### src/rtl/pml_params.svh
// Offsets, field positions, reset values and address constants of the
// per-port copper management register bank. Included by the package and core.
// Contract
// - Near loopback returns a port's line receive symbols out its own transmit pair.
// - Switch register 26 bit 1 / 42 bit 1 enable near loopback per port.
// - Management register 31 bit 1 is an alternative near loopback control.
// - After reset the PHYs answer management addresses 0x1 and 0x2.
// - Switch register 15 bits 7..3 relocate the PHY management addresses.
// - Only register addresses 0x0-0x5, 0x1D and 0x1F are implemented.
// - Register 0x1D exists on port 2 only; unsupported on port 1.
// - Switch-side port reaches the same bits through its own byte map.
// - Control bit 14 starts far loopback through the other port; tracks 29/45 bit 0.
// - Control bit 13 forces 100 Mbps, resets 0, tracks 28/44 bit 6.
// - Control bit 12 enables autonegotiation, resets 1, tracks 28/44 bit 7.
// - Control bit 11 powers down, resets 0, tracks 29/45 bit 3.
// - Writing 1 to control bit 9 restarts autonegotiation; tracks 29/45 bit 5.
// - Control bit 8 forces full duplex, resets 0, tracks 28/44 bit 5.
// - Control bit 5 picks crossover algorithm, resets 1, tracks 31/47 bit 7.
// - Control bit 4 forces straight mode, resets 0, tracks 29/45 bit 1.
// - Control bit 3 disables crossover detection, resets 0, tracks 29/45 bit 2.
// - Control bit 2 disables far-end fault detection, tracks 29/45 bit 4.
// - Control bit 1 disables the transmitter, tracks 29/45 bit 6.
// - Control bit 0 disables indicator outputs, tracks 29/45 bit 7.
`ifndef PML_PARAMS_SVH
`define PML_PARAMS_SVH
`define PML_SYM_W 5
`define PML_RA_CTL 5'h00
`define PML_RA_LAST_STD 5'h05
`define PML_RA_DIAG 5'h1d
`define PML_RA_SPECIAL 5'h1f
`define PML_SPECIAL_NLOOP 1
`define PML_SW_GLOBAL13 8'h0f
`define PML_SW_NLOOP 8'h1a
`define PML_SW_CTL_A 8'h1c
`define PML_SW_CTL_B 8'h1d
`define PML_SW_XOVER 8'h1f
`define PML_SW_STRIDE 8'h10
`define PML_PHY_BASE_RST 5'h01
`define PML_CTL_RST 16'h1020
`endif

### src/rtl/pml_pkg.sv
// Types shared by the management register bank and its users.
// Assumes pml_params.svh is on the include path.
`include "pml_params.svh"
package pml_pkg;
	// Per-port control bits as seen by the PHY logic
	typedef struct packed {
		logic far_loop;
		logic force100;
		logic autoneg_enable;
		logic pdown;
		logic autoneg_restart;
		logic fdx;
		logic crossover_algorithm_select;
		logic force_straight_mode;
		logic crossover_detect_disable;
		logic ffault_dis;
		logic tx_dis;
		logic indicator_disable;
		logic near_loop;
	} pml_port_ctl_t;
	// One decoded management transaction
	typedef struct packed {
		logic req;
		logic write;
		logic [4:0] phy_select_address;
		logic [4:0] register_select_address;
		logic [15:0] wdata;
	} pml_mgmt_req_t;
	// One switch-map byte access
	typedef struct packed {
		logic req;
		logic write;
		logic [7:0] addr;
		logic [7:0] wdata;
	} pml_sw_req_t;
	typedef struct packed {
		pml_port_ctl_t [1:0] port;
		logic [4:0] phy_base;
		logic ack;
		logic unsup;
		logic [15:0] rdata;
		logic [7:0] sw_rdata;
		logic [1:0][`PML_SYM_W-1:0] tx;
	} pml_state_t;
endpackage

### src/rtl/pml_core.sv
// Management register bank for the two copper ports, with loopback muxing.
// Assumes decoded management transactions and a synchronous 100 MHz clock.
`timescale 1ns/1ns
`include "pml_params.svh"
module pml_core (
	input wire logic i_mclk,
	input wire logic i_rst_b,
	input wire pml_pkg::pml_mgmt_req_t i_mgmt,
	output logic o_mgmt_ack,
	output logic o_mgmt_unsup,
	output logic [15:0] o_mgmt_rdata,
	input wire pml_pkg::pml_sw_req_t i_sw,
	output logic [7:0] o_sw_rdata,
	input wire logic [1:0][`PML_SYM_W-1:0] i_line_rx,
	input wire logic [1:0][`PML_SYM_W-1:0] i_mac_tx,
	output logic [1:0][`PML_SYM_W-1:0] o_line_tx,
	output pml_pkg::pml_port_ctl_t [1:0] o_port_ctl
);
	pml_pkg::pml_state_t st;
	pml_pkg::pml_state_t next_st;

	////////////////////////////////////////////////////////////////////////
	// Field packing helpers

	// Control word view; unsupported bits stay zero
	function automatic logic [15:0] ctl_word(input pml_pkg::pml_port_ctl_t c);
		logic [15:0] w;
		w = 16'h0000;
		w[14] = c.far_loop;
		w[13] = c.force100;
		w[12] = c.autoneg_enable;
		w[11] = c.pdown;
		w[9] = c.autoneg_restart;
		w[8] = c.fdx;
		w[5] = c.crossover_algorithm_select;
		w[4] = c.force_straight_mode;
		w[3] = c.crossover_detect_disable;
		w[2] = c.ffault_dis;
		w[1] = c.tx_dis;
		w[0] = c.indicator_disable;
		return w;
	endfunction

	// Load writable control bits from a word
	function automatic pml_pkg::pml_port_ctl_t ctl_load(input pml_pkg::pml_port_ctl_t c,
			input logic [15:0] w);
		pml_pkg::pml_port_ctl_t r;
		r = c;
		r.far_loop = w[14];
		r.force100 = w[13];
		r.autoneg_enable = w[12];
		r.pdown = w[11];
		r.autoneg_restart = w[9];
		r.fdx = w[8];
		r.crossover_algorithm_select = w[5];
		r.force_straight_mode = w[4];
		r.crossover_detect_disable = w[3];
		r.ffault_dis = w[2];
		r.tx_dis = w[1];
		r.indicator_disable = w[0];
		return r;
	endfunction

	// Switch-map address of a port register
	function automatic logic [7:0] sw_addr(input logic [7:0] a, input logic p);
		return p ? a + `PML_SW_STRIDE : a;
	endfunction

	////////////////////////////////////////////////////////////////////////
	// Next-state logic

	// Decode both access paths and compute loopback muxing
	always_comb begin
		logic [4:0] pa;
		logic [15:0] rd;
		logic [7:0] sb;
		logic hit;
		logic sup;
		pa = 5'h00;
		rd = 16'h0000;
		sb = 8'h00;
		hit = 1'b0;
		sup = 1'b0;
		next_st = st;
		next_st.ack = 1'b0;
		next_st.unsup = 1'b0;
		next_st.rdata = 16'h0000;
		next_st.sw_rdata = 8'h00;
		// Restart request lasts one cycle
		for (int p = 0; p < 2; p++) begin
			next_st.port[p].autoneg_restart = 1'b0;
		end
		// Switch-map reads and writes of the shared bits
		if (i_sw.req) begin
			if (i_sw.addr == `PML_SW_GLOBAL13) begin
				sb[7:3] = st.phy_base;
				if (i_sw.write) begin
					next_st.phy_base = i_sw.wdata[7:3];
				end
			end
			for (int p = 0; p < 2; p++) begin
				if (i_sw.addr == sw_addr(`PML_SW_NLOOP, 1'(p))) begin
					sb[1] = st.port[p].near_loop;
					if (i_sw.write) begin
						next_st.port[p].near_loop = i_sw.wdata[1];
					end
				end
				if (i_sw.addr == sw_addr(`PML_SW_CTL_A, 1'(p))) begin
					sb = {st.port[p].autoneg_enable, st.port[p].force100,
						st.port[p].fdx, 5'h00};
					if (i_sw.write) begin
						next_st.port[p].autoneg_enable = i_sw.wdata[7];
						next_st.port[p].force100 = i_sw.wdata[6];
						next_st.port[p].fdx = i_sw.wdata[5];
					end
				end
				if (i_sw.addr == sw_addr(`PML_SW_CTL_B, 1'(p))) begin
					sb = {st.port[p].indicator_disable, st.port[p].tx_dis,
						st.port[p].autoneg_restart, st.port[p].ffault_dis,
						st.port[p].pdown, st.port[p].crossover_detect_disable,
						st.port[p].force_straight_mode, st.port[p].far_loop};
					if (i_sw.write) begin
						next_st.port[p].indicator_disable = i_sw.wdata[7];
						next_st.port[p].tx_dis = i_sw.wdata[6];
						next_st.port[p].autoneg_restart = i_sw.wdata[5];
						next_st.port[p].ffault_dis = i_sw.wdata[4];
						next_st.port[p].pdown = i_sw.wdata[3];
						next_st.port[p].crossover_detect_disable = i_sw.wdata[2];
						next_st.port[p].force_straight_mode = i_sw.wdata[1];
						next_st.port[p].far_loop = i_sw.wdata[0];
					end
				end
				if (i_sw.addr == sw_addr(`PML_SW_XOVER, 1'(p))) begin
					sb[7] = st.port[p].crossover_algorithm_select;
					if (i_sw.write) begin
						next_st.port[p].crossover_algorithm_select = i_sw.wdata[7];
					end
				end
			end
			next_st.sw_rdata = sb;
		end
		// Management path; wins over the switch map in a shared cycle
		if (i_mgmt.req) begin
			for (int p = 0; p < 2; p++) begin
				pa = st.phy_base + 5'(p);
				if (i_mgmt.phy_select_address == pa) begin
					hit = 1'b1;
					case (i_mgmt.register_select_address)
						`PML_RA_CTL: begin
							sup = 1'b1;
							rd = ctl_word(st.port[p]);
							if (i_mgmt.write) begin
								next_st.port[p] = ctl_load(next_st.port[p], i_mgmt.wdata);
							end
						end
						`PML_RA_SPECIAL: begin
							sup = 1'b1;
							rd[`PML_SPECIAL_NLOOP] = st.port[p].near_loop;
							if (i_mgmt.write) begin
								next_st.port[p].near_loop = i_mgmt.wdata[`PML_SPECIAL_NLOOP];
							end
						end
						`PML_RA_DIAG: begin
							sup = (p == 1);
						end
						default: begin
							sup = (i_mgmt.register_select_address <= `PML_RA_LAST_STD);
						end
					endcase
				end
			end
			next_st.ack = hit;
			next_st.unsup = hit & ~sup;
			next_st.rdata = sup ? rd : 16'h0000;
		end
		// Line transmit selection per port
		for (int p = 0; p < 2; p++) begin
			if (st.port[p].tx_dis | st.port[p].pdown) begin
				next_st.tx[p] = '0;
			end else if (st.port[p].near_loop | st.port[1 - p].far_loop) begin
				next_st.tx[p] = i_line_rx[p];
			end else begin
				next_st.tx[p] = i_mac_tx[p];
			end
		end
	end

	////////////////////////////////////////////////////////////////////////
	// State register

	// Synchronous reset to documented defaults
	always_ff @(posedge i_mclk) begin
		if (!i_rst_b) begin
			st <= '0;
			st.phy_base <= `PML_PHY_BASE_RST;
			for (int p = 0; p < 2; p++) begin
				st.port[p] <= ctl_load('0, `PML_CTL_RST);
			end
		end else begin
			st <= next_st;
		end
	end

	// Outputs straight from the state
	assign o_mgmt_ack = st.ack;
	assign o_mgmt_unsup = st.unsup;
	assign o_mgmt_rdata = st.rdata;
	assign o_sw_rdata = st.sw_rdata;
	assign o_line_tx = st.tx;
	assign o_port_ctl = st.port;

	////////////////////////////////////////////////////////////////////////
	// Checks

	property p_near_loop;
		@(posedge i_mclk) disable iff (!i_rst_b)
		(st.port[0].near_loop && !st.port[0].tx_dis && !st.port[0].pdown) |=>
			(o_line_tx[0] == $past(i_line_rx[0]));
	endproperty
	a_near_loop: assert property (p_near_loop) else $error("near loop data lost");

	property p_sw_nloop;
		@(posedge i_mclk) disable iff (!i_rst_b)
		(i_sw.req && i_sw.write && i_sw.addr == 8'h2a && !i_mgmt.req) |=>
			(o_port_ctl[1].near_loop == $past(i_sw.wdata[1]));
	endproperty
	a_sw_nloop: assert property (p_sw_nloop) else $error("reg 42 loop bit not taken");

	property p_reset_addr;
		@(posedge i_mclk) $rose(i_rst_b) |-> (st.phy_base == 5'h01);
	endproperty
	a_reset_addr: assert property (p_reset_addr) else $error("phy base not 1 after reset");

	property p_ack_addr;
		@(posedge i_mclk) disable iff (!i_rst_b)
		(i_mgmt.req && i_mgmt.phy_select_address == st.phy_base) |=> o_mgmt_ack;
	endproperty
	a_ack_addr: assert property (p_ack_addr) else $error("own address not answered");

	property p_unsup;
		@(posedge i_mclk) disable iff (!i_rst_b)
		(i_mgmt.req && i_mgmt.phy_select_address == st.phy_base
			&& i_mgmt.register_select_address == 5'h0a) |=> (o_mgmt_unsup && o_mgmt_rdata == 16'h0000);
	endproperty
	a_unsup: assert property (p_unsup) else $error("unsupported address accepted");

	property p_diag_p1;
		@(posedge i_mclk) disable iff (!i_rst_b)
		(i_mgmt.req && i_mgmt.phy_select_address == st.phy_base
			&& i_mgmt.register_select_address == 5'h1d) |=> o_mgmt_unsup;
	endproperty
	a_diag_p1: assert property (p_diag_p1) else $error("port 1 diag register answered");

	property p_restart;
		@(posedge i_mclk) disable iff (!i_rst_b)
		(o_port_ctl[0].autoneg_restart && !i_mgmt.req && !i_sw.req)
			|=> !o_port_ctl[0].autoneg_restart;
	endproperty
	a_restart: assert property (p_restart) else $error("restart held over");

	property p_ro_bits;
		@(posedge i_mclk) disable iff (!i_rst_b)
		o_mgmt_ack |-> ((o_mgmt_rdata & 16'h84c0) == 16'h0000);
	endproperty
	a_ro_bits: assert property (p_ro_bits) else $error("read-only bits not zero");

	property p_far_loop;
		@(posedge i_mclk) disable iff (!i_rst_b)
		(st.port[0].far_loop && !st.port[1].near_loop && !st.port[1].tx_dis && !st.port[1].pdown)
			|=> (o_line_tx[1] == $past(i_line_rx[1]));
	endproperty
	a_far_loop: assert property (p_far_loop) else $error("far loop path wrong");

	property p_tx_dis;
		@(posedge i_mclk) disable iff (!i_rst_b)
		o_port_ctl[1].tx_dis |=> (o_line_tx[1] == '0);
	endproperty
	a_tx_dis: assert property (p_tx_dis) else $error("transmit not disabled");

	property p_nloop_mgmt;
		@(posedge i_mclk) disable iff (!i_rst_b)
		(i_mgmt.req && i_mgmt.write && i_mgmt.phy_select_address == st.phy_base + 5'h01
			&& i_mgmt.register_select_address == 5'h1f)
			|=> (o_port_ctl[1].near_loop == $past(i_mgmt.wdata[1]));
	endproperty
	a_nloop_mgmt: assert property (p_nloop_mgmt) else $error("special loop bit not taken");

	property p_ctl_force;
		@(posedge i_mclk) disable iff (!i_rst_b)
		(i_mgmt.req && i_mgmt.write && i_mgmt.phy_select_address == st.phy_base + 5'h01
			&& i_mgmt.register_select_address == 5'h00)
			|=> (o_port_ctl[1].force100 == $past(i_mgmt.wdata[13]));
	endproperty
	a_ctl_force: assert property (p_ctl_force) else $error("speed bit not taken");

	property p_no_ack;
		@(posedge i_mclk) disable iff (!i_rst_b)
		(i_mgmt.req && i_mgmt.phy_select_address != st.phy_base
			&& i_mgmt.phy_select_address != st.phy_base + 5'h01) |=> !o_mgmt_ack;
	endproperty
	a_no_ack: assert property (p_no_ack) else $error("foreign address answered");

	property p_mac_path;
		@(posedge i_mclk) disable iff (!i_rst_b)
		(!st.port[0].near_loop && !st.port[1].far_loop && !st.port[0].tx_dis && !st.port[0].pdown)
			|=> (o_line_tx[0] == $past(i_mac_tx[0]));
	endproperty
	a_mac_path: assert property (p_mac_path) else $error("normal transmit path wrong");

	property p_pdown;
		@(posedge i_mclk) disable iff (!i_rst_b)
		o_port_ctl[0].pdown |=> (o_line_tx[0] == '0);
	endproperty
	a_pdown: assert property (p_pdown) else $error("powered-down port transmits");

endmodule

### config.mk
export PLATFORM = sky130hd
export DESIGN_NAME = pml_core
export DESIGN_NICKNAME = d
export VERILOG_FILES = /design/src/rtl/pml_pkg.sv /design/src/rtl/pml_core.sv
export VERILOG_INCLUDE_DIRS = /design/src /design/src/rtl
export SDC_FILE = /design/constraint.sdc
export NUM_CORES = 1
export LEC_CHECK = 0
export BUFFER_PORTS_ARGS = -buffer_cell sky130_fd_sc_hd__buf_2
export CAP_MARGIN = 40
export CORE_ASPECT_RATIO = 0.8
export CORE_UTILIZATION = 45
export DETAILED_ROUTE_END_ITERATION = 10
export PLACE_DENSITY = 0.76
export SYNTH_ARGS = -nofsm -noshare
export SYNTH_HDL_FRONTEND = slang
export SYNTH_SLANG_ARGS = --single-unit
export TNS_END_PERCENT = 30
### constraint.sdc
create_clock -name i_mclk -period 1.9 [get_ports i_mclk]
set_input_delay 0.285 -clock i_mclk [delete_from_list [all_inputs] [get_ports i_mclk]]
set_output_delay 0.285 -clock i_mclk [all_outputs]
set_load 0.02 [all_outputs]
## Yosys cells after proc, flatten, opt, wreduce, memory -nomap -nowiden

Cells that the tools add are included.
Widths: inputs -> output; s select.

| operators by class | value |
|---|---|
| equal/unequal tests | 13 |
| mux-type cells | 69 |
| reductions and logical operators | 9 |
| bitwise logic cells | 7 |
| $add $sub $neg | 1 |
| $lt $le $gt $ge | 1 |

Operators with widths:

| kind | number |
|---|---|
| $mux 13 | 5 |
| $mux 5 | 9 |
| $eq 8x5->1 const B | 4 |
| $eq 8x6->1 const B | 4 |
| $mux 8 | 4 |
| $mux 1 | 31 |
| $mux 31 | 1 |
| $mux 26 | 1 |
| $mux 12 | 2 |
| $mux 16 | 1 |
| $mux 2 | 8 |
| $mux 15 | 1 |
| $mux 14 | 1 |
| $eq 5x5->1 | 2 |
| $eq 5x5->1 const B | 2 |
| $pmux 1 s2 | 5 |
| $eq 8x4->1 const B | 1 |
| $reduce_and 3->1 | 2 |
| $reduce_or 2->1 | 3 |
| $add 5x1->5 const B | 1 |
| $le 5x3->1 const B | 1 |
| $logic_not 5->1 | 1 |
| $or 1x1->1 | 4 |
| $reduce_and 2->1 | 2 |
| other kinds (3) | 4 |

| storage, ports and cells | value |
|---|---|
| bits of input ports | 68 |
| register bits | 67 |
| word-level logic and storage cells | 133 |
| output and inout bits | 62 |

## Depth between registers and ports, before layout

Gate-level depths: netlist (run 1).

| logic depth | value |
|---|---|
| depth after elaboration | 8 |
| mapped depth | 8 |
| depth with buffers taken out | 6 |

## Worst setup path before layout (run 1)

No wires, ideal clock.

| timing | value |
|---|---|
| path kind | reg-to-reg |
| from | register st[36] (netlist bit) |
| to | register st (netlist bit o_port_ctl[17]) |
| setup slack | 0.029 ns |
| path buffers | 1 |
| library setup time | 0.116 ns |
| data arrival time | 1.755 ns |
| clock period less this slack | 1.871 ns |
| cell stages (with the launch flop) | 7 |
| data required time | 1.784 ns |
| cell sequence | dfxtp_1 > ha_1 > xor2_1 > a211oi_1 > o2111ai_1 > clkbuf_8 > o211a_1 |

| on the way | value |
|---|---|
| longest elaborated chain between the ends | 4 |

Ends and longest elaborated chain:

| what | line | RTL |
|---|---|---|
| start: declaration | pml_core.sv:19 | `pml_pkg::pml_state_t st;` |
| start signal: assignment | pml_core.sv:200 | `st <= next_st;` |
| $add 5x1->5 | pml_core.sv:145 | `pa = st.phy_base + 5'(p);` |
| $eq 5x5->1 | pml_core.sv:146 | `if (i_mgmt.phy_select_address == pa) begin` |
| $mux 13 | pml_core.sv:146 |  |
| $mux 26 | pml_core.sv:143 | `if (i_mgmt.req) begin` |

Every way passes these cells.
A chain may end at the register's enable or synchronous reset.

## Final worst setup path (run 1)

| timing | value |
|---|---|
| from | register st[36] (netlist bit) |
| to | register st (netlist bit o_port_ctl[19]) |

Same word-level chain as after synthesis.

==> reports/qor.txt, run 1 <==
Status = finished, final reports clean
Clock skew = 0.00786 ns
Mapped Area = 3630 um^2
Register area share after synthesis = 34.7%
Row count = 28
GPL Wtd Cong = 0.951
Total detailed-routing wirelength = 10500 um
Fillers = 730
Post-synth top area share = 34.7%
FF+latch count, synth = 63
Drt via density = 5.46
H-tree depth = 3
Worst Hold Class = in -> reg
Slew Viols, Final = 0
Pint = 2200 uW
Vias = 3309
WS Path Type = reg -> reg
Worst slack at placement = -0.0903 ns
Antenna violations before repair = 0
I/O Pins = 130
Synth cell count leaders = dfxtp_1, buf_4, nand2_1
Largest family of logic cells by synthesized area = simple AND/OR/NAND/NOR gates
Clk network pwr share = 45.5%
Post-synthesis mux area share = 9.37%
ANT cells = 0
Pre-antenna DRT Iters = 5
Flop pwr share = 45.2%
Final hold violations = 0
Fmax = 0.536 GHz
Die X = 102 um
Cells after DPL = 589
Synth Area in Adders = 0.345%
ANT nets after route = 0
Skew-Pair Late Insertion Delay = 0.35 ns
Reg clk slew, reported paths = 0.08 ns
Synth Area in Simple Gates = 19.7%
Mapped Cells = 401
Area contributors post-synth = dfxtp_1, buf_4, mux2i_1
Min Clock Period, post-route = 1.86 ns
XOR/XNOR share of the synthesized area = 1.93%
Bufs on Longest Clock Path = 2
Post-Layout Cell Count = 606
CP arrival = 2.09 ns
First-pass GRT wire length = 15500 um
Most frequent cell after synthesis = dfxtp_1
# clock sinks = 63
Die Ht = 82.3 um
CP Capture Type = flip-flop
Number of port buffers = 121
Endpoints failing setup = 0
Synth unique cells = 57
Vias in the first global route = 3048
Grt ovf = 0
MaxCap Viol Count = 0
Final net count = 565
Asr flop ratio synth = 0%
Core Area = 7600 um^2
Area growth, synth to finish = 20.5%
DR DRC count = 0
Unrepaired setup endpoints after global routing = false
Largest net degree at the start of global routing = 22
Ys Warns = 0
P_leak = 0.00213 uW
Sw Pwr = 755 uW
CTS Buf Count = 9
Initial Util = 47.8%
Full die area = 8430 um^2
All-Layer GR Usage = 25.0%
Net Sw Frac = 25.6%
Largest area contributor in the netlist = dfxtp_1
Compound-Gate Fraction of Synth Area = 17.9%
Post-CTS Setup Inserts = 0
Final worst-path setup slack = 0.0350 ns
Syn Area/Cell = 9.05 um^2
Logic gate share of total power = 9.3%
CP required = 2.12 ns
Clk Tree Root Cell = clkbuf_8
DR WL/cell = 17.3 um
Detailed Place HPWL = 7560 um
EDFF count, synth = 0
Main synth FF type = dfxtp_1
First DRT Iteration DRCs = 217
Startpoint Class = flip-flop
Share of layout cells above drive strength 1 = 40.3%
Crit path max fanout = 11
CTS tree = yes
Hold Buf Count CTS = 0
Final period utilization = 98.2%
Worst-case vdd ir drop = 524 uV
PwrDens = 675 nW/um^2
==> power by group through the flow <==
| stage | logic (uW) | registers (uW) | clock network [uW] |
|---|---|---|---|
| after floorplan | 138 | 1370 | 0 |
| after global placement | 264 | 1370 | 0 |
| after detailed placement | 265 | 1370 | 0 |
| after CTS | 268 | 1340 | 1370 |
| after global routing | 294 | 1340 | 1430 |
| final | 274 | 1340 | 1340 |
==> worst paths after layout <==
path / startpoint / end / slack (ns) / depth (start not counted)
worst min register to register: o_port_ctl[9] / o_sw_rdata[3] / 0.55 / 2
worst min-delay path: i_mac_tx[4] / o_line_tx[4] / 0.17 / 3
worst max register to register: st[36] / o_port_ctl[19] / 0.04 / 7
worst max-delay path: st[36] / o_port_ctl[19] / 0.04 / 7
==> stage by stage <==
stage	hold slack (ns)	power [uW]	TNS [ns]	util (%)	cell area [um^2]
floorplan	0.410	1500	0	-	3640
global placement	0.511	1630	-0.284	54.1	4120
detailed placement	0.513	1630	-0.885	54.1	4120
CTS	0.150	2970	0	57.2	4350
global route	0.154	3060	0	57.6	4380
finish	0.168	2950	0	57.6	4380
==> final cells by class <==
type                       count  area, um^2  area share [%]
multi-input combinational    261        1830            41.8
inverter                       1        3.75          0.0858
tap                          105         131            3.00
timing repair buffer         160         925            21.1
clock buffer                   9         124            2.83
sequential                    63        1260            28.8
clock inverter                 7         103            2.34
==> placed cells by master, fill, tap and decap left out, types with 12 or more instances in the layout <==
master   netlist  routed
a21oi_1       15      15
a22oi_1       21      20
buf_2          3     122
buf_4         61      35
dfxtp_1       63      63
mux2i_1       28      28
nand2_1       45      45
nor2_1        25      25
o211a_1       18      18
o21ai_0       12      12
==> sequential cells by signal, indices dropped and copies added (netlist names) <==
signal and flops:
o_mgmt_rdata 12, o_port_ctl 26, o_line_tx 10, st 5
o_sw_rdata 8, o_mgmt_ack 1, o_mgmt_unsup 1
==> critical path: stages (launching register included) <==
cell and delay (ns):
dfxtp_1 0.35, ha_2 0.23, nand4b_1 0.13, a211oi_2 0.34, o2111ai_2 0.21, buf_6 0.21, nor3b_1 0.21, a31oi_1 0.07
==> layer usage <==
layer | share of wire (%) | track usage, % | vias to the layer above
met5 | 0 | 0 | -
met4 | 2.3 | 11.0 | 0
met3 | 8.9 | 6.57 | 21
met2 | 46 | 40.3 | 185
met1 | 43 | 31.5 | 1532
li1 | - | - | 1571
==> cells by family (layout without fill, tap and decap cells) <==
kind of cell | Yosys count | count (layout)
AO/OA/AOI/OAI | 88 | 88
XOR/XNOR | 8 | 8
adder cells (fa/ha/maj) | 1 | 1
buffers and inverters | 80 | 177
flip-flops | 63 | 63
multiplexers | 33 | 33
other | 1 | 4
AND/OR/NAND/NOR | 127 | 127
==> what timing repair did <==
item	4_1_cts	5_1_grt
resized for setup	1	5
setup endpoints to repair	4	6
pin swaps	0	1
cloned	0	1
(Power assumes the default switching activity.)
==> run 2: changes to the inputs <==
--- a/config.mk
+++ b/config.mk
@@ -11,7 +11,7 @@
 export CORE_ASPECT_RATIO = 0.8
 export CORE_UTILIZATION = 45
 export DETAILED_ROUTE_END_ITERATION = 10
-export PLACE_DENSITY = 0.76
+export PLACE_DENSITY = 0.74
 export SYNTH_ARGS = -nofsm -noshare
 export SYNTH_HDL_FRONTEND = slang
 export SYNTH_SLANG_ARGS = --single-unit
==> run 2 against run 1 <==
Sequential cell count is the same. Clock power increased by 7%. Global-route usage increased by 0.48 points. Combinational power increased by 4%. Fmax about the same. Count of clock-buffer cells in the layout unchanged. Utilization grew 1.1 points. Clock skew decreased by 0.00087 ns. Total power grew 3.2%. Worst setup slack about the same. First-iteration DRC count rose by 26%. Critical path type unchanged. Largest cell class unchanged.
==> reports/qor.txt, run 2 (synthesis results as in run 1) <==
Register area = 1260 um^2
Antenna violations before repair = 0
P_leak = 0.00216 uW
CP Capture Type = flip-flop
Hold Slack = 0.166 ns
First DRT Iteration DRCs = 274
# clock sinks = 63
ANT nets after route = 0
Clock skew = 0.00699 ns
Final period utilization = 98.2%
All-Layer GR Usage = 25.5%
MaxCap Viol Count = 0
CP arrival = 2.09 ns
Total detailed-routing wirelength = 10700 um
Die X = 102 um
Most common cell after layout, fill and taps aside = buf_2
Crit path max fanout = 11
Startpoint Class = flip-flop
Full die area = 8430 um^2
Fillers = 688
Row count = 28
CTS tree = yes
Vias in the first global route = 3131
Initial Util = 47.8%
Status = finished, final reports clean
Largest net degree at the start of global routing = 34
Bufs on Longest Clock Path = 2
Grt ovf = 0
Endpoints failing setup = 0
Share of layout cells above drive strength 1 = 41.7%
Drt via density = 5.52
GPL Wtd Cong = 0.920
Worst Hold Class = in -> reg
Core Area = 7600 um^2
Worst slack at placement = -0.131 ns
Area growth, synth to finish = 22.8%
Crit path launch = st[36]
Reg-to-Reg Start = st[36]
CP required = 2.12 ns
Final hold violations = 0
DR DRC count = 0
Number of port buffers = 121
H-tree depth = 3
Detailed Place HPWL = 7810 um
I/O Pins = 130
Largest register FFs = 26
Reg clk slew, reported paths = 0.08 ns
Slowest cell on the critical path = dfxtp_1
DR WL/cell = 17.5 um
Pre-antenna DRT Iters = 5
Clk Tree Root Cell = clkbuf_8
First-pass GRT wire length = 15900 um
Hold Buf Count CTS = 0
Hold path startpoint = i_mac_tx[3]
Vias = 3373
Final net count = 570
Most frequent cells in the layout = buf_2, dfxtp_1, nand2_1, buf_4, mux2i_1
CTS Buf Count = 9
Die Ht = 82.3 um
Final worst-path setup slack = 0.0347 ns
PwrDens = 683 nW/um^2
Fmax = 0.536 GHz
ANT cells = 0
Worst-case vdd ir drop = 444 uV
Multi-input logic area = 1840 um^2
WS Path Type = reg -> reg
Slew Viols, Final = 0
Worst path max stage delay = 0.35 ns
Min Clock Period, post-route = 1.87 ns
Skew-Pair Late Insertion Delay = 0.35 ns
Critical Path, Cell by Cell = ha_2, xor2_1, a211oi_2, o2111ai_2, buf_6, nor3b_1, a31oi_1
==> run 2: cell types whose count changed in the layout (fill, tap and decap cells not counted), sizes merged <==
cell and delta:
bufinv +1, inv -2, clkinv +1, buf +5
==> run 2: repair_timing <==
item / 4_1_cts / 5_1_grt
gates resized for setup: 1 / 9
endpoints found under the setup margin: 1 / 19
pin swaps: 0 / 2
gates cloned: 0 / 1
setup buffers: 0 / 1
==> run 2: stage by stage <==
stage	util (%)	cell area (um^2)	setup TNS, ns	total power, uW	instances
after floorplan	-	3640	0	1500	404
after global placement	54.7	4160	-0.728	1630	593
after detailed placement	54.7	4160	-1.30	1640	593
after CTS	58.0	4410	0	3060	609
after global routing	58.7	4460	-0.110	3160	611
final	58.7	4460	0	3050	611
==> run 2: routing by layer <==
layer,global-route usage (%),wire (um),vias to the layer above
met2,41.5,4990,198
met3,5.89,1040,23
li1,-,-,1579
met5,0,0,-
met1,33.1,4430,1573
met4,9.00,237,0
==> run 2: path summary, 6_finish.rpt <==
| check | cells past startpoint | slack (ns) | end |
|---|---|---|---|
| max | 7 | 0.03 | o_port_ctl[19] |
| min | 3 | 0.17 | o_line_tx[3] |
| max reg2reg | 7 | 0.03 | o_port_ctl[19] |
| min reg2reg | 2 | 0.55 | o_mgmt_rdata[9] |
==> run 2: layout make-up <==
| cell class | instances | area share [%] |
|---|---|---|
| Clock buffer | 9 | 2.78 |
| Clock inverter | 7 | 2.69 |
| Inverter | 1 | 0.0842 |
| Multi-Input combinational cell | 261 | 41.3 |
| Sequential cell | 63 | 28.3 |
| Tap cell | 105 | 2.95 |
| Timing Repair Buffer | 165 | 21.9 |
==> run 2: where the power goes <==
part           total, uW  leakage, uW  switching, uW  internal [uW]
combinational        284      0.00153            166            118
clock               1430     0.000120            553            875
sequential          1340     0.000511           3.75           1330
total               3050      0.00216            723           2330
==> run 2: critical path: cells and delay by family (launching register included) <==
kind            cells  cell delay [ns]
flops               1             0.35
xor+xnor            1             0.17
compound gates      3             0.52
simple gates        1             0.20
fa+ha+maj           1             0.28
buf+inv             1             0.22
==> run 3: changes to the inputs <==
==> constraint.sdc (replaced) <==
create_clock -name i_mclk -period 1.69 [get_ports i_mclk]
set_input_delay 0.2535 -clock i_mclk [delete_from_list [all_inputs] [get_ports i_mclk]]
set_output_delay 0.2535 -clock i_mclk [all_outputs]
set_load 0.02 [all_outputs]
==> run 3 against run 2 <==
The flow now finishes with violations (setup timing). Cell count is 1.8% higher. Non-clock buffer count grew 12. Hold slack worse by 0.027 ns. Sequential cell count did not move. Clock skew shrank 0.0020 ns. Via count up 2.7%. Total power grew 2.2%. Combinational power increased by 25%. Critical path type unchanged. Largest cell class unchanged. Largest power group is now registers. Highest routed layer unchanged.
==> reports/qor.txt, run 3 (synthesis results as in run 1) <==
Status = finished, violations left
Failing checks = setup timing
Endpoints failing setup = 16
CP arrival = 2.02 ns
Antenna violations before repair = 0
Full die area = 8430 um^2
Min Clock Period, post-route = 1.78 ns
Largest register FFs = 26
GPL Wtd Cong = 0.948
Total detailed-routing wirelength = 11300 um
Vias = 3463
Worst-case vdd ir drop = 393 uV
CP Capture Type = flip-flop
Share of layout cells above drive strength 1 = 45.3%
WS Path Type = reg -> reg
First-pass GRT wire length = 16300 um
Largest net degree at the start of global routing = 27
Grt ovf = 0
Startpoint Class = flip-flop
# clock sinks = 63
ANT cells = 0
Multi-input logic area = 1940 um^2
Worst Hold Class = in -> reg
CTS Buf Count = 9
Final worst-path setup slack = -0.0937 ns
DR DRC count = 0
Die X = 102 um
Cells after DPL = 602
Unrepaired setup endpoints after global routing = true
Core Area = 7600 um^2
Bufs on Longest Clock Path = 2
PwrDens = 668 nW/um^2
All-Layer GR Usage = 26.0%
Initial Util = 47.8%
Fillers = 675
Reg clk slew, reported paths = 0.07 ns
Die Ht = 82.3 um
H-tree depth = 3
Detailed Place HPWL = 8220 um
Register area = 1270 um^2
Crit path max fanout = 5
Row count = 28
P_leak = 0.00226 uW
Post-Layout Cell Count = 622
I/O Pins = 130
Final hold violations = 0
PnR Total Power = 3110 uW
Slew Viols, Final = 0
Hold Slack = 0.139 ns
Drt via density = 5.57
Fmax = 0.561 GHz
ANT nets after route = 0
Final period utilization = 106%
Dpl cell area = 4280 um^2
MaxCap Viol Count = 0
Skew-Pair Late Insertion Delay = 0.35 ns
Area growth, synth to finish = 28.3%
Clock skew = 0.00501 ns
Number of port buffers = 121
Vias in the first global route = 3224
Clk Tree Root Cell = clkbuf_8
CP required = 1.93 ns
First DRT Iteration DRCs = 213
CTS tree = yes
Pre-antenna DRT Iters = 6
Most frequent cells in the layout = buf_2, dfxtp_1, buf_4, nand2_1, mux2i_1
DR WL/cell = 18.1 um
Most common cell after layout, fill and taps aside = buf_2
Final Instance Area = 4660 um^2
Worst slack at placement = -0.292 ns
Final net count = 582
-- run 3: changes by cell type in the layout (fill, tap and decap cells not counted), moves of 2 or more --
cell       delta
dfxtp_1       -3
a22oi_2       +2
nor3b_2       +3
buf_4         +9
xor2_2        +2
clkbuf_16     +3
bufinv_16     -2
a22oi_1       -2
clkbuf_1      +2
nor3b_1       -3
xor2_1        -2
dfxtp_2       +2
-- run 3: worst max-delay path, stage by stage (launching register included) --
cell,delay [ns]
dfxtp_4,0.36
ha_4,0.21
xor2_1,0.16
a211oi_2,0.15
buf_4,0.18
o2111ai_4,0.18
clkbuf_16,0.23
o211a_1,0.20
-- run 3: timing repair --
item	4_1_cts	5_1_grt
gates resized for setup	7	15
pin swaps	7	4
setup endpoints to repair	37	39
buffers inserted	0	2
gates cloned	0	3
hold buffers	0	0
-- run 3: layout make-up --
cell class	instances	share of cell area [%]
clock inverters	4	1.02
flip-flops and latches	63	27.2
inverters	1	0.0806
multi-input cells	261	41.7
well taps	105	2.82
repair buffers	177	24.3
clock buffers	11	2.82
-- run 3: per-stage QoR --
| step | util, % | TNS [ns] |
|---|---|---|
| 3_5_place_dp | 56.3 | -7.65 |
| 6_report | 61.3 | -0.965 |
| 2_1_floorplan | - | -0.921 |
| 5_1_grt | 61.3 | -2.49 |
| 4_1_cts | 59.0 | -0.417 |
| 3_3_place_gp | 56.3 | -6.92 |
-- run 3: power breakdown --
part	switching, uW	internal [uW]
logic	204	151
clock network	591	669
registers	4.02	1500
total	799	2320
-- run 3: final timing paths --
check | slack [ns] | to | cells after the start | from
setup / recovery | -0.09 | o_port_ctl[25] | 7 | st[37]
hold / removal | 0.14 | o_line_tx[8] | 3 | i_mac_tx[8]
setup reg to reg | -0.09 | o_port_ctl[25] | 7 | st[37]
hold reg to reg | 0.54 | o_mgmt_rdata[9] | 2 | o_port_ctl[21]
-- run 3: per-layer routing --
metal  routed length, um  part of all wire (%)  global-route usage [%]
met5                   0                     0                       0
met4                 240                   2.1                    9.43
met3                 995                   8.8                    6.82
met2                5320                    47                    42.3
met1                4720                    42                    33.1
